[src/logic/fbio_pkg.sv]
package fbio_pkg;

  // Station address window of the rotary switch.
  localparam logic [6:0] ADDR_MIN = 7'h01;
  localparam logic [6:0] ADDR_MAX = 7'h3f;
  localparam int unsigned ADDR_W = 6;
  localparam int unsigned SWITCH_W = 7;

  // Station identity on the fieldbus.
  localparam logic [1:0] STATIONS_OCCUPIED = 2'h2;
  // Code for a remote device station; the value is arbitrary.
  localparam logic [1:0] STATION_TYPE_REMOTE_DEVICE = 2'h1;

  // Virtual bit counts per direction.
  localparam int unsigned BASE_BITS = 24;
  localparam int unsigned EXT_BITS = 128;

  // Fieldbus cyclic area: nine 16-bit words per direction.
  localparam int unsigned FB_WORD = 16;
  localparam int unsigned FB_WORDS = 9;
  localparam int unsigned FB_BITS = FB_WORD * FB_WORDS;

  // Field positions of the cyclic area.
  localparam int unsigned W0_LSB = 0;
  localparam int unsigned W0_MSB = 15;
  localparam int unsigned W1_LSB = 16;
  localparam int unsigned W1_USED_MSB = 23;
  localparam int unsigned W1_MSB = 31;
  localparam int unsigned EXT_FB_LSB = 32;
  localparam int unsigned EXT_FB_MSB = EXT_FB_LSB + EXT_BITS - BASE_BITS - 1;

  // Reset values.
  localparam logic [EXT_BITS-1:0] VIN_RESET = 128'h0;
  localparam logic [FB_BITS-1:0] RX_RESET = 144'h0;

  typedef enum logic [2:0] {
    ST_LOAD     = 3'b001,
    ST_RUN      = 3'b010,
    ST_ADDR_ERR = 3'b100
  } bridge_state_t;

endpackage

[src/logic/fieldbus_virtual_io_bridge.sv]
// Functional notes
// Station address comes from the rotary switch; only 1 to 63 accepted.
// Appears as a remote device station occupying two consecutive station slots.
// 24 virtual bits each way by default; extend mode raises this to 128.
// The base unit accepts at most one such bridge attached.
// After power-up or system reset, configuration loads and operation starts unprompted.
// Virtual input and output bits are exchanged with the base unit.
// Master word 0 bits 0..15 become virtual inputs 0..15.
// Master word 1 bits 0..7 become virtual inputs 16..23; bits 8..15 unused.
// Virtual outputs 0..15 go to station word 0 bits 0..15.
// Virtual outputs 16..23 go to station word 1 bits 0..7; bits 8..15 unused.
// Indicators for supply power, running operation and link error are driven.
// Unused station bits are sent as zero; unused master bits are ignored.
`timescale 1ns/1ps
module fieldbus_virtual_io_bridge
(
  // Clock and reset
  input  wire logic                          clk,
  input  wire logic                          rst,
  // Configuration straps
  input  wire logic [fbio_pkg::SWITCH_W-1:0] switch_address,
  input  wire logic                          extend_mode,
  // Fieldbus link side
  input  wire logic                          fb_link_up,
  input  wire logic                          fb_ry_valid,
  input  wire logic [fbio_pkg::FB_BITS-1:0]  fb_ry_data,
  output logic      [fbio_pkg::FB_BITS-1:0]  fb_rx_data,
  output logic      [fbio_pkg::ADDR_W-1:0]   fb_station_address,
  output logic      [1:0]                    fb_station_count,
  output logic      [1:0]                    fb_station_type,
  output logic                               fb_online,
  // Base unit jumper side
  input  wire logic                          virtual_output_valid,
  input  wire logic [fbio_pkg::EXT_BITS-1:0] virtual_output_bits,
  output logic                               virtual_input_valid,
  output logic      [fbio_pkg::EXT_BITS-1:0] virtual_input_bits,
  // Indicators
  output logic                               led_power,
  output logic                               led_run,
  output logic                               led_link_error
);

  fbio_pkg::bridge_state_t           state_reg;
  fbio_pkg::bridge_state_t           state_next;
  logic [fbio_pkg::ADDR_W-1:0]       addr_reg;
  logic [fbio_pkg::ADDR_W-1:0]       addr_next;
  logic                              ext_reg;
  logic                              ext_next;
  logic [fbio_pkg::EXT_BITS-1:0]     vin_reg;
  logic [fbio_pkg::EXT_BITS-1:0]     vin_next;
  logic                              vin_valid_reg;
  logic                              vin_valid_next;
  logic [fbio_pkg::FB_BITS-1:0]      rx_reg;
  logic [fbio_pkg::FB_BITS-1:0]      rx_next;

  function automatic logic addr_ok(input logic [fbio_pkg::SWITCH_W-1:0] a);
    addr_ok = (a >= fbio_pkg::ADDR_MIN) && (a <= fbio_pkg::ADDR_MAX);
  endfunction

  // Master-to-station area into virtual inputs. Bits 8..15 of word 1 are dropped.
  function automatic logic [fbio_pkg::EXT_BITS-1:0] map_in(input logic [fbio_pkg::FB_BITS-1:0] d,
                                                          input logic ext);
    logic [fbio_pkg::EXT_BITS-1:0] r;
    r = fbio_pkg::VIN_RESET;
    r[fbio_pkg::W0_MSB:fbio_pkg::W0_LSB] = d[fbio_pkg::W0_MSB:fbio_pkg::W0_LSB];
    r[fbio_pkg::BASE_BITS-1:fbio_pkg::W1_LSB] = d[fbio_pkg::W1_USED_MSB:fbio_pkg::W1_LSB];
    if (ext)
    begin
      r[fbio_pkg::EXT_BITS-1:fbio_pkg::BASE_BITS] = d[fbio_pkg::EXT_FB_MSB:fbio_pkg::EXT_FB_LSB];
    end
    map_in = r;
  endfunction

  // Virtual outputs into the station-to-master area; everything unused stays zero.
  function automatic logic [fbio_pkg::FB_BITS-1:0] map_out(input logic [fbio_pkg::EXT_BITS-1:0] v,
                                                          input logic ext);
    logic [fbio_pkg::FB_BITS-1:0] r;
    r = fbio_pkg::RX_RESET;
    r[fbio_pkg::W0_MSB:fbio_pkg::W0_LSB] = v[fbio_pkg::W0_MSB:fbio_pkg::W0_LSB];
    r[fbio_pkg::W1_USED_MSB:fbio_pkg::W1_LSB] = v[fbio_pkg::BASE_BITS-1:fbio_pkg::W1_LSB];
    if (ext)
    begin
      r[fbio_pkg::EXT_FB_MSB:fbio_pkg::EXT_FB_LSB] = v[fbio_pkg::EXT_BITS-1:fbio_pkg::BASE_BITS];
    end
    map_out = r;
  endfunction

  // Straps are caught by the clock after reset release, so a switch turned
  // while running has no effect until the next system reset.
  always_comb
  begin
    state_next = state_reg;
    addr_next = addr_reg;
    ext_next = ext_reg;
    vin_next = vin_reg;
    vin_valid_next = 1'b0;
    rx_next = rx_reg;
    case (state_reg)
      fbio_pkg::ST_LOAD:
      begin
        addr_next = switch_address[fbio_pkg::ADDR_W-1:0];
        ext_next = extend_mode;
        if (addr_ok(switch_address))
        begin
          state_next = fbio_pkg::ST_RUN;
        end
        else
        begin
          state_next = fbio_pkg::ST_ADDR_ERR;
        end
      end
      fbio_pkg::ST_RUN:
      begin
        if (fb_ry_valid)
        begin
          vin_next = map_in(fb_ry_data, ext_reg);
          vin_valid_next = 1'b1;
        end
        if (virtual_output_valid)
        begin
          rx_next = map_out(virtual_output_bits, ext_reg);
        end
      end
      fbio_pkg::ST_ADDR_ERR:
      begin
        state_next = fbio_pkg::ST_ADDR_ERR;
      end
      default:
      begin
        state_next = fbio_pkg::ST_LOAD;
      end
    endcase
  end

  always_ff @(posedge clk)
  begin
    if (rst)
    begin
      state_reg <= fbio_pkg::ST_LOAD;
      addr_reg <= '0;
      ext_reg <= 1'b0;
      vin_reg <= fbio_pkg::VIN_RESET;
      vin_valid_reg <= 1'b0;
      rx_reg <= fbio_pkg::RX_RESET;
    end
    else
    begin
      state_reg <= state_next;
      addr_reg <= addr_next;
      ext_reg <= ext_next;
      vin_reg <= vin_next;
      vin_valid_reg <= vin_valid_next;
      rx_reg <= rx_next;
    end
  end

  assign fb_rx_data = rx_reg;
  assign fb_station_address = addr_reg;
  assign fb_station_count = fbio_pkg::STATIONS_OCCUPIED;
  assign fb_station_type = fbio_pkg::STATION_TYPE_REMOTE_DEVICE;
  assign fb_online = (state_reg == fbio_pkg::ST_RUN);
  assign virtual_input_bits = vin_reg;
  assign virtual_input_valid = vin_valid_reg;
  // The power indicator only tells that logic is supplied, so it is held on.
  assign led_power = 1'b1;
  assign led_run = fb_online && fb_link_up;
  assign led_link_error = (state_reg == fbio_pkg::ST_ADDR_ERR) || (fb_online && !fb_link_up);
endmodule // fieldbus_virtual_io_bridge

[config.mk]
export PLATFORM = sky130hd
export DESIGN_NAME = fieldbus_virtual_io_bridge
export DESIGN_NICKNAME = d
export VERILOG_FILES = /design/src/logic/fbio_pkg.sv /design/src/logic/fieldbus_virtual_io_bridge.sv
export SDC_FILE = /design/constraint.sdc
export NUM_CORES = 1
export LEC_CHECK = 0
export BUFFER_PORTS_ARGS = -buffer_cell sky130_fd_sc_hd__buf_4
export CORE_AREA = 2 2 221 223
export DETAILED_ROUTE_END_ITERATION = 8
export DIE_AREA = 0 0 223 225
export GPL_TIMING_DRIVEN = 0
export MAX_ROUTING_LAYER = met4
export PLACE_DENSITY = 0.45
export SLEW_MARGIN = 20
export SYNTH_ARGS = -nofsm -noshare
export SYNTH_HDL_FRONTEND = slang
export SYNTH_SLANG_ARGS = --single-unit
[constraint.sdc]
create_clock -name clk -period 2.6 [get_ports clk]
set_input_delay 0.39 -clock clk [delete_from_list [all_inputs] [get_ports clk]]
set_output_delay 0.39 -clock clk [all_outputs]
set_load 0.02 [all_outputs]
==> results.md, run 1 <==
- Final setup viols: 0
- Rows: 80
- Area of the multi-input gates: 3310 sq um
- Via Count: 9139
- NumNets Final: 1856
- # diodes: 0
- Pre-CTS WS: -0.0772 ns
- Max stage delay on crit path: 0.66 ns
- GP Congestion: 0.806
- Dpl cells: 2152
- Setup_tns: 0 ns
- Fraction of layout cells with a size suffix above 1: 40.2%
- Max_slew headroom: 44.7%
- Syn Inst Count: 984
- Crit-path max FO: 10
- WHS: 0.0349 ns
- Die Height: 225 um
- Wirelength per Cell: 18.0 um
- Starting Density: 19.4%
- Setup Buffers After CTS: 0
- Post-route DRC: 0
- H-Tree Depth: 1
- Crit path capture type: register
- Post-route ant nets: 0
- Clk sinks: 267
- CP Cell Sequence: buf_2 > clkbuf_1 > buf_1 > nand3_1 > a21oi_1
- Top cell type's share of synthesized area: 58.1%
- Post-synthesis sequential area ratio: 58.1%
- Most frequent cells in the layout: buf_4 (567), dfxtp_1 (267), nand2_1 (201), a21oi_1 (153)
- Max_cap viols: 0
- Clk slew on worst S/H paths: 0.06 ns
- Slew Limit Fails: 0
- Core area: 47500 sq um
- TritonCTS Buffers: 31
- Total GRT Usage: 15.2%
- Pleak: 6.56 nW
- Routed WL: 39900 um
- Worst endpoint required time: 3.08 ns
- Critical path startpoint: ext_reg$_SDFFE_PP0N_
- Via-to-Cell Ratio: 4.14
- Reg area: 5350 sq um
- Peak Freq: 456 MHz
- Chip width: 223 um
- Cts repair resizes: 0
- Cell Pwr Density: 625 nW/um^2
- Area Overhead vs Synth: 63.2%
- Status: complete, no violations
- R2r startpoint: ext_reg$_SDFFE_PP0N_
- Post-route insts no fill: 2209
- Hold crit path type: in -> reg
- Worst-margin pin slew: 0.829 ns
- Vias in the first global route: 9102
- Number of fill cells in the layout: 5114
- Dpl hpwl: 31200 um
- Flops & latches, synth: 267
- Final Util: 31.6%
- Tmin final: 2.19 ns
- Root Buffer: clkbuf_16
- Share of flip-flops with an asynchronous set or reset: 0%
- Post-CTS Hold Buffers: 1
- Insertion delay to the later sink of the worst-skew pair: 0.57 ns
- First-pass GRT wire length: 57000 um
- Overflow after GRT: 0
- CP Buf/Inv Count: 3
- Area contributors post-synth: dfxtp_1 (58%), a22o_1 (9.9%), a21oi_1 (8.3%), nand2_1 (8.2%), nand3_1 (5.7%)
- Die area: 50200 sq um
- RSZ-0062 raised after global routing: no
- Min-delay src: fb_ry_data[64]
- Initial antenna violation count: 0
- Mapped Avg Cell Area: 9.35 sq um
- Synth area leader: dfxtp_1
- Worst setup SP type: register
- Synth Flop Type: dfxtp_1
- Final worst setup slack: 0.406 ns
- Syn Std Cell Area: 9200 sq um
- Endpoints failing hold: 0
- Commonest non-fill, non-tap cell in the layout: buf_4
- Pre-antenna DRT Iters: 7
- Slowest cell on crit path: clkbuf_1
- Synth cell types: 29
- TritonCTS clock tree: built
- Worst Path Arrival: 2.67 ns
- Peak VDD IR: 396 uV
- Drt first-iter violations: 509
- Setup CP Type: reg -> reg
- Ports: 572
- Post-synth EDFFs: 0
- Period Utilization, post-route: 84.4%
- Skew final: 0.0155 ns
- IO buf count: 534
- Synth warnings: 0
- CTS max path bufs: 3
- Largest net degree at the start of global routing: 15
- CP top delay family: buffers and inverters
[through the flow]
step	cell area [sq um]	power, W
finish	15000	0.00939
floorplan	9280	0.00474
global placement	14100	0.00531
detailed placement	14100	0.00532
CTS	15000	0.00954
global route	15000	0.00978
[cells in the mapped netlist (3+ instances only)]
library cell / instances
dfxtp_1: 267
nand2_1: 201
a21oi_1: 153
a22o_1: 104
nand3_1: 104
clkbuf_1: 44
buf_4: 33
buf_2: 18
nor2_1: 12
buf_1: 10
mux2i_1: 7
buf_6: 6
inv_1: 3
[kinds of logic (layout without fill, tap and decap cells)]
family	after synthesis	in the layout	synth area share [%]
simple gates	331	331	15.7
flops	267	267	58.1
compound gates	262	262	18.6
buf+inv	114	705	6.73
mux	7	7	0.761
other cells	2	21	0.0816
xor+xnor	1	1	0.0952
[area by class of cell]
type	instances	share of cell area (%)
Sequential cell	267	35.6
Timing Repair Buffer	535	26.8
Multi-Input combinational cell	622	22.0
Clock buffer	44	5.82
Tap cell	615	5.12
Buffer	111	4.05
Clock inverter	12	0.566
Inverter	3	0.0750
[power breakdown]
part | leakage, nW | switching [W] | total [W] | internal [W]
logic | 3.92 | 0.000550 | 0.00103 | 0.000478
clock network | 0.485 | 0.00175 | 0.00417 | 0.00242
registers | 2.15 | 0.0000356 | 0.00419 | 0.00415
[routing by layer]
metal  vias up  track usage, %  wire length [um]
met5         -               -                 0
met4         0            3.68               653
met3        41            3.17              2500
met2       298            26.2             20100
met1      4253            18.2             16600
li1       4547               -                 -
[worst paths after layout]
path | endpoint | slack, ns | cells past startpoint
max reg2reg | fb_rx_data[114]$_SDFFE_PP0P_ | 0.41 | 5
min | virtual_input_bits[56]$_SDFFE_PP0P_ | 0.03 | 2
min reg2reg | fb_rx_data[78]$_SDFFE_PP0P_ | 0.45 | 2
max | fb_rx_data[114]$_SDFFE_PP0P_ | 0.41 | 5
(Power assumes the default switching activity.)
==> run 2: changes to the inputs <==
--- a/config.mk
+++ b/config.mk
@@ -6,12 +6,12 @@
 export NUM_CORES = 1
 export LEC_CHECK = 0
 export BUFFER_PORTS_ARGS = -buffer_cell sky130_fd_sc_hd__buf_4
-export CORE_AREA = 2 2 221 223
+export CORE_AREA = 2 2 223 225
 export DETAILED_ROUTE_END_ITERATION = 8
-export DIE_AREA = 0 0 223 225
+export DIE_AREA = 0 0 225 227
 export GPL_TIMING_DRIVEN = 0
 export MAX_ROUTING_LAYER = met4
-export PLACE_DENSITY = 0.45
+export PLACE_DENSITY = 0.46
 export SLEW_MARGIN = 20
 export SYNTH_ARGS = -nofsm -noshare
 export SYNTH_HDL_FRONTEND = slang
==> constraint.sdc (replaced) <==
create_clock -name clk -period 1.9 [get_ports clk]
set_input_delay 0.285 -clock clk [delete_from_list [all_inputs] [get_ports clk]]
set_output_delay 0.285 -clock clk [all_outputs]
set_load 0.02 [all_outputs]
==> run 2 against run 1 <==
Clock power increased by 49%. Register-to-register slack got worse by 0.29 ns. Final cell count increased by 8.4%. Highest routed layer unchanged. Sequential cell count unchanged. Sequential power increased by 37%. Setup slack got worse by 0.30 ns. Combinational power increased by 69%. Via count increased by 9.8%. First-iteration DRC count decreased by 31%.
==> results.md, run 2 (synthesis gave the netlist of run 1 again) <==
- Status: complete, no violations (unchanged)
- Final setup viols: 0 (unchanged)
- Total GRT Usage: 15.6% (was 15.2%)
- TritonCTS Buffers: 35 (was 31)
- Endpoints failing hold: 0 (unchanged)
- Tot Pwr: 0.0137 W (was 0.00939 W)
- Pleak: 7.39 nW (was 6.56 nW)
- Starting Density: 19.0% (was 19.4%)
- Setup_tns: 0 ns (unchanged)
- Top sig layer: met4 (unchanged)
- Clk sinks: 267 (unchanged)
- Hold crit path type: in -> reg (unchanged)
- GP Congestion: 0.801 (was 0.806)
- First-pass GRT wire length: 59800 um (was 57000 um)
- Pre-antenna DRT Iters: 5 (was 7)
- Cell Pwr Density: 806 nW/um^2 (was 625 nW/um^2)
- Commonest non-fill, non-tap cell in the layout: buf_4 (unchanged)
- Die area: 51100 sq um (was 50200 sq um)
- IO buf count: 534 (unchanged)
- Dpl hpwl: 31300 um (was 31200 um)
- RSZ-0062 raised after global routing: no (unchanged)
- Setup CP Type: reg -> out (was reg -> reg)
- Skew final: 0.0158 ns (was 0.0155 ns)
- TritonCTS clock tree: built (unchanged)
- Insertion delay to the later sink of the worst-skew pair: 0.53 ns (was 0.57 ns)
- Met1 wire length: 17300 um (was 16600 um)
- Metal2 WL: 20400 um (was 20100 um)
- Worst endpoint required time: 1.62 ns (was 3.08 ns)
- Vias in the first global route: 9964 (was 9102)
- Tmin final: 1.80 ns
- Worst-margin pin slew: 0.758 ns (was 0.829 ns)
- Ports: 572 (unchanged)
- Largest net degree at the start of global routing: 12 (was 15)
- Clk slew on worst S/H paths: 0.06 ns (about the same)
- NumNets Final: 2036 (was 1856)
- Period Utilization, post-route: 94.6%
- Die Height: 227 um (was 225 um)
- Slew Limit Fails: 0 (unchanged)
- Routed WL: 41400 um (was 39900 um)
- Overflow after GRT: 0 (unchanged)
- Worst Path Arrival: 1.51 ns (was 2.67 ns)
- Peak VDD IR: 421 uV (was 396 uV)
- Core area: 48500 sq um (was 47500 sq um)
- H-Tree Depth: 2 (was 1)
- Peak Freq: 556 MHz
- Crit-path max FO: 10 (unchanged)
- Area Overhead vs Synth: 84.5% (was 63.2%)
- Post-route DRC: 0 (unchanged)
- Routed wire length on met3: 2530 um (was 2500 um)
- Wirelength per Cell: 17.3 um (was 18.0 um)
- Post-route ant nets: 0 (unchanged)
- Crit path capture type: primary output (was register)
- Worst setup SP type: register (unchanged)
- Drt first-iter violations: 351 (was 509)
- Via-to-Cell Ratio: 4.19 (was 4.14)
- Most frequent cells in the layout: buf_4 (573), dfxtp_1 (266), nand2_1 (201), dlygate4sd3_1 (176), a21oi_1 (153) (was buf_4 (567), dfxtp_1 (267), nand2_1 (201), a21oi_1 (153))
- Rows: 81 (was 80)
- Root Buffer: clkbuf_16 (unchanged)
- Max_slew headroom: 49.5% (was 44.7%)
- CTS max path bufs: 3 (unchanged)
- WHS: 0.0319 ns (was 0.0349 ns)
- Max_cap viols: 0 (unchanged)
- Via Count: 10000 (was 9139)
- Initial antenna violation count: 1 (was 0)
- Fraction of layout cells with a size suffix above 1: 37.1% (was 40.2%)
- Chip width: 225 um (was 223 um)
[run 2: cell count changes in the layout (fill, tap and decap cells not counted), sizes merged]
cell and change:
buf -1, bufinv -1, clkbuf +8, clkinv -6
diode +1, dlygate4sd3 +175, inv +2
[run 2: area by class of cell]
type | count | area [sq um]
clock buffers | 50 | 1010
plain buffers | 110 | 637
inverters | 3 | 11.3
clock inverters | 7 | 57.6
fillers | 5053 | 31600
multi-input cells | 622 | 3320
repair buffers | 712 | 5810
diodes | 1 | 2.50
flip-flops and latches | 267 | 5350
well taps | 622 | 778
[run 2: worst max-delay path, cell delays in order (launching register included)]
cell and delay, ns:
dfxtp_2 0.35, buf_4 0.17, nor3b_2 0.17, a21oi_1 0.06, nor2_1 0.09, buf_4 0.15
[run 2: report_power, final]
| part | internal, W | switching (W) | leakage [nW] |
|---|---|---|---|
| logic | 0.000902 | 0.000840 | 4.71 |
| clock network | 0.00370 | 0.00250 | 0.528 |
| registers | 0.00569 | 0.0000498 | 2.15 |
[run 2: stage by stage]
| step | instance area (sq um) | instances | util [%] | setup slack, ns |
|---|---|---|---|---|
| 4_1_cts | 17000 | 2394 | 34.9 | 0.0197 |
| 2_1_floorplan | 9280 | 1003 | - | 0.456 |
| 3_3_place_gp | 14100 | 2159 | 29.0 | -0.578 |
| 6_report | 17000 | 2394 | 35.0 | 0.103 |
| 3_5_place_dp | 14100 | 2159 | 29.0 | -0.656 |
| 5_1_grt | 17000 | 2394 | 35.0 | 0.00968 |
[run 2: final timing paths]
kind,start,to,slack [ns],cells after the start
max reg2reg,ext_reg$_SDFFE_PP0N_,virtual_input_bits[42]$_SDFFE_PP0P_,0.12,7
min,virtual_output_bits[102],fb_rx_data[110]$_SDFFE_PP0P_,0.03,3
max,state_reg[2]$_SDFFE_PP0N_,led_link_error,0.10,5
min reg2reg,fb_rx_data[107]$_SDFFE_PP0P_,fb_rx_data[107]$_SDFFE_PP0P_,0.45,2
[run 2: metal layers]
metal / global-route usage [%] / vias up
li1: - / 4910
met1: 18.8 / 4729
met2: 25.9 / 328
met3: 3.83 / 64
met4: 4.70 / 0
met5: - / -
[run 2: what timing repair did]
item	in CTS	in global routing
resized for setup	10	20
pin swaps	1	0
hold endpoints to repair	176	0
setup buffers	2	0
hold buffers	176	0
setup endpoints to repair	151	107
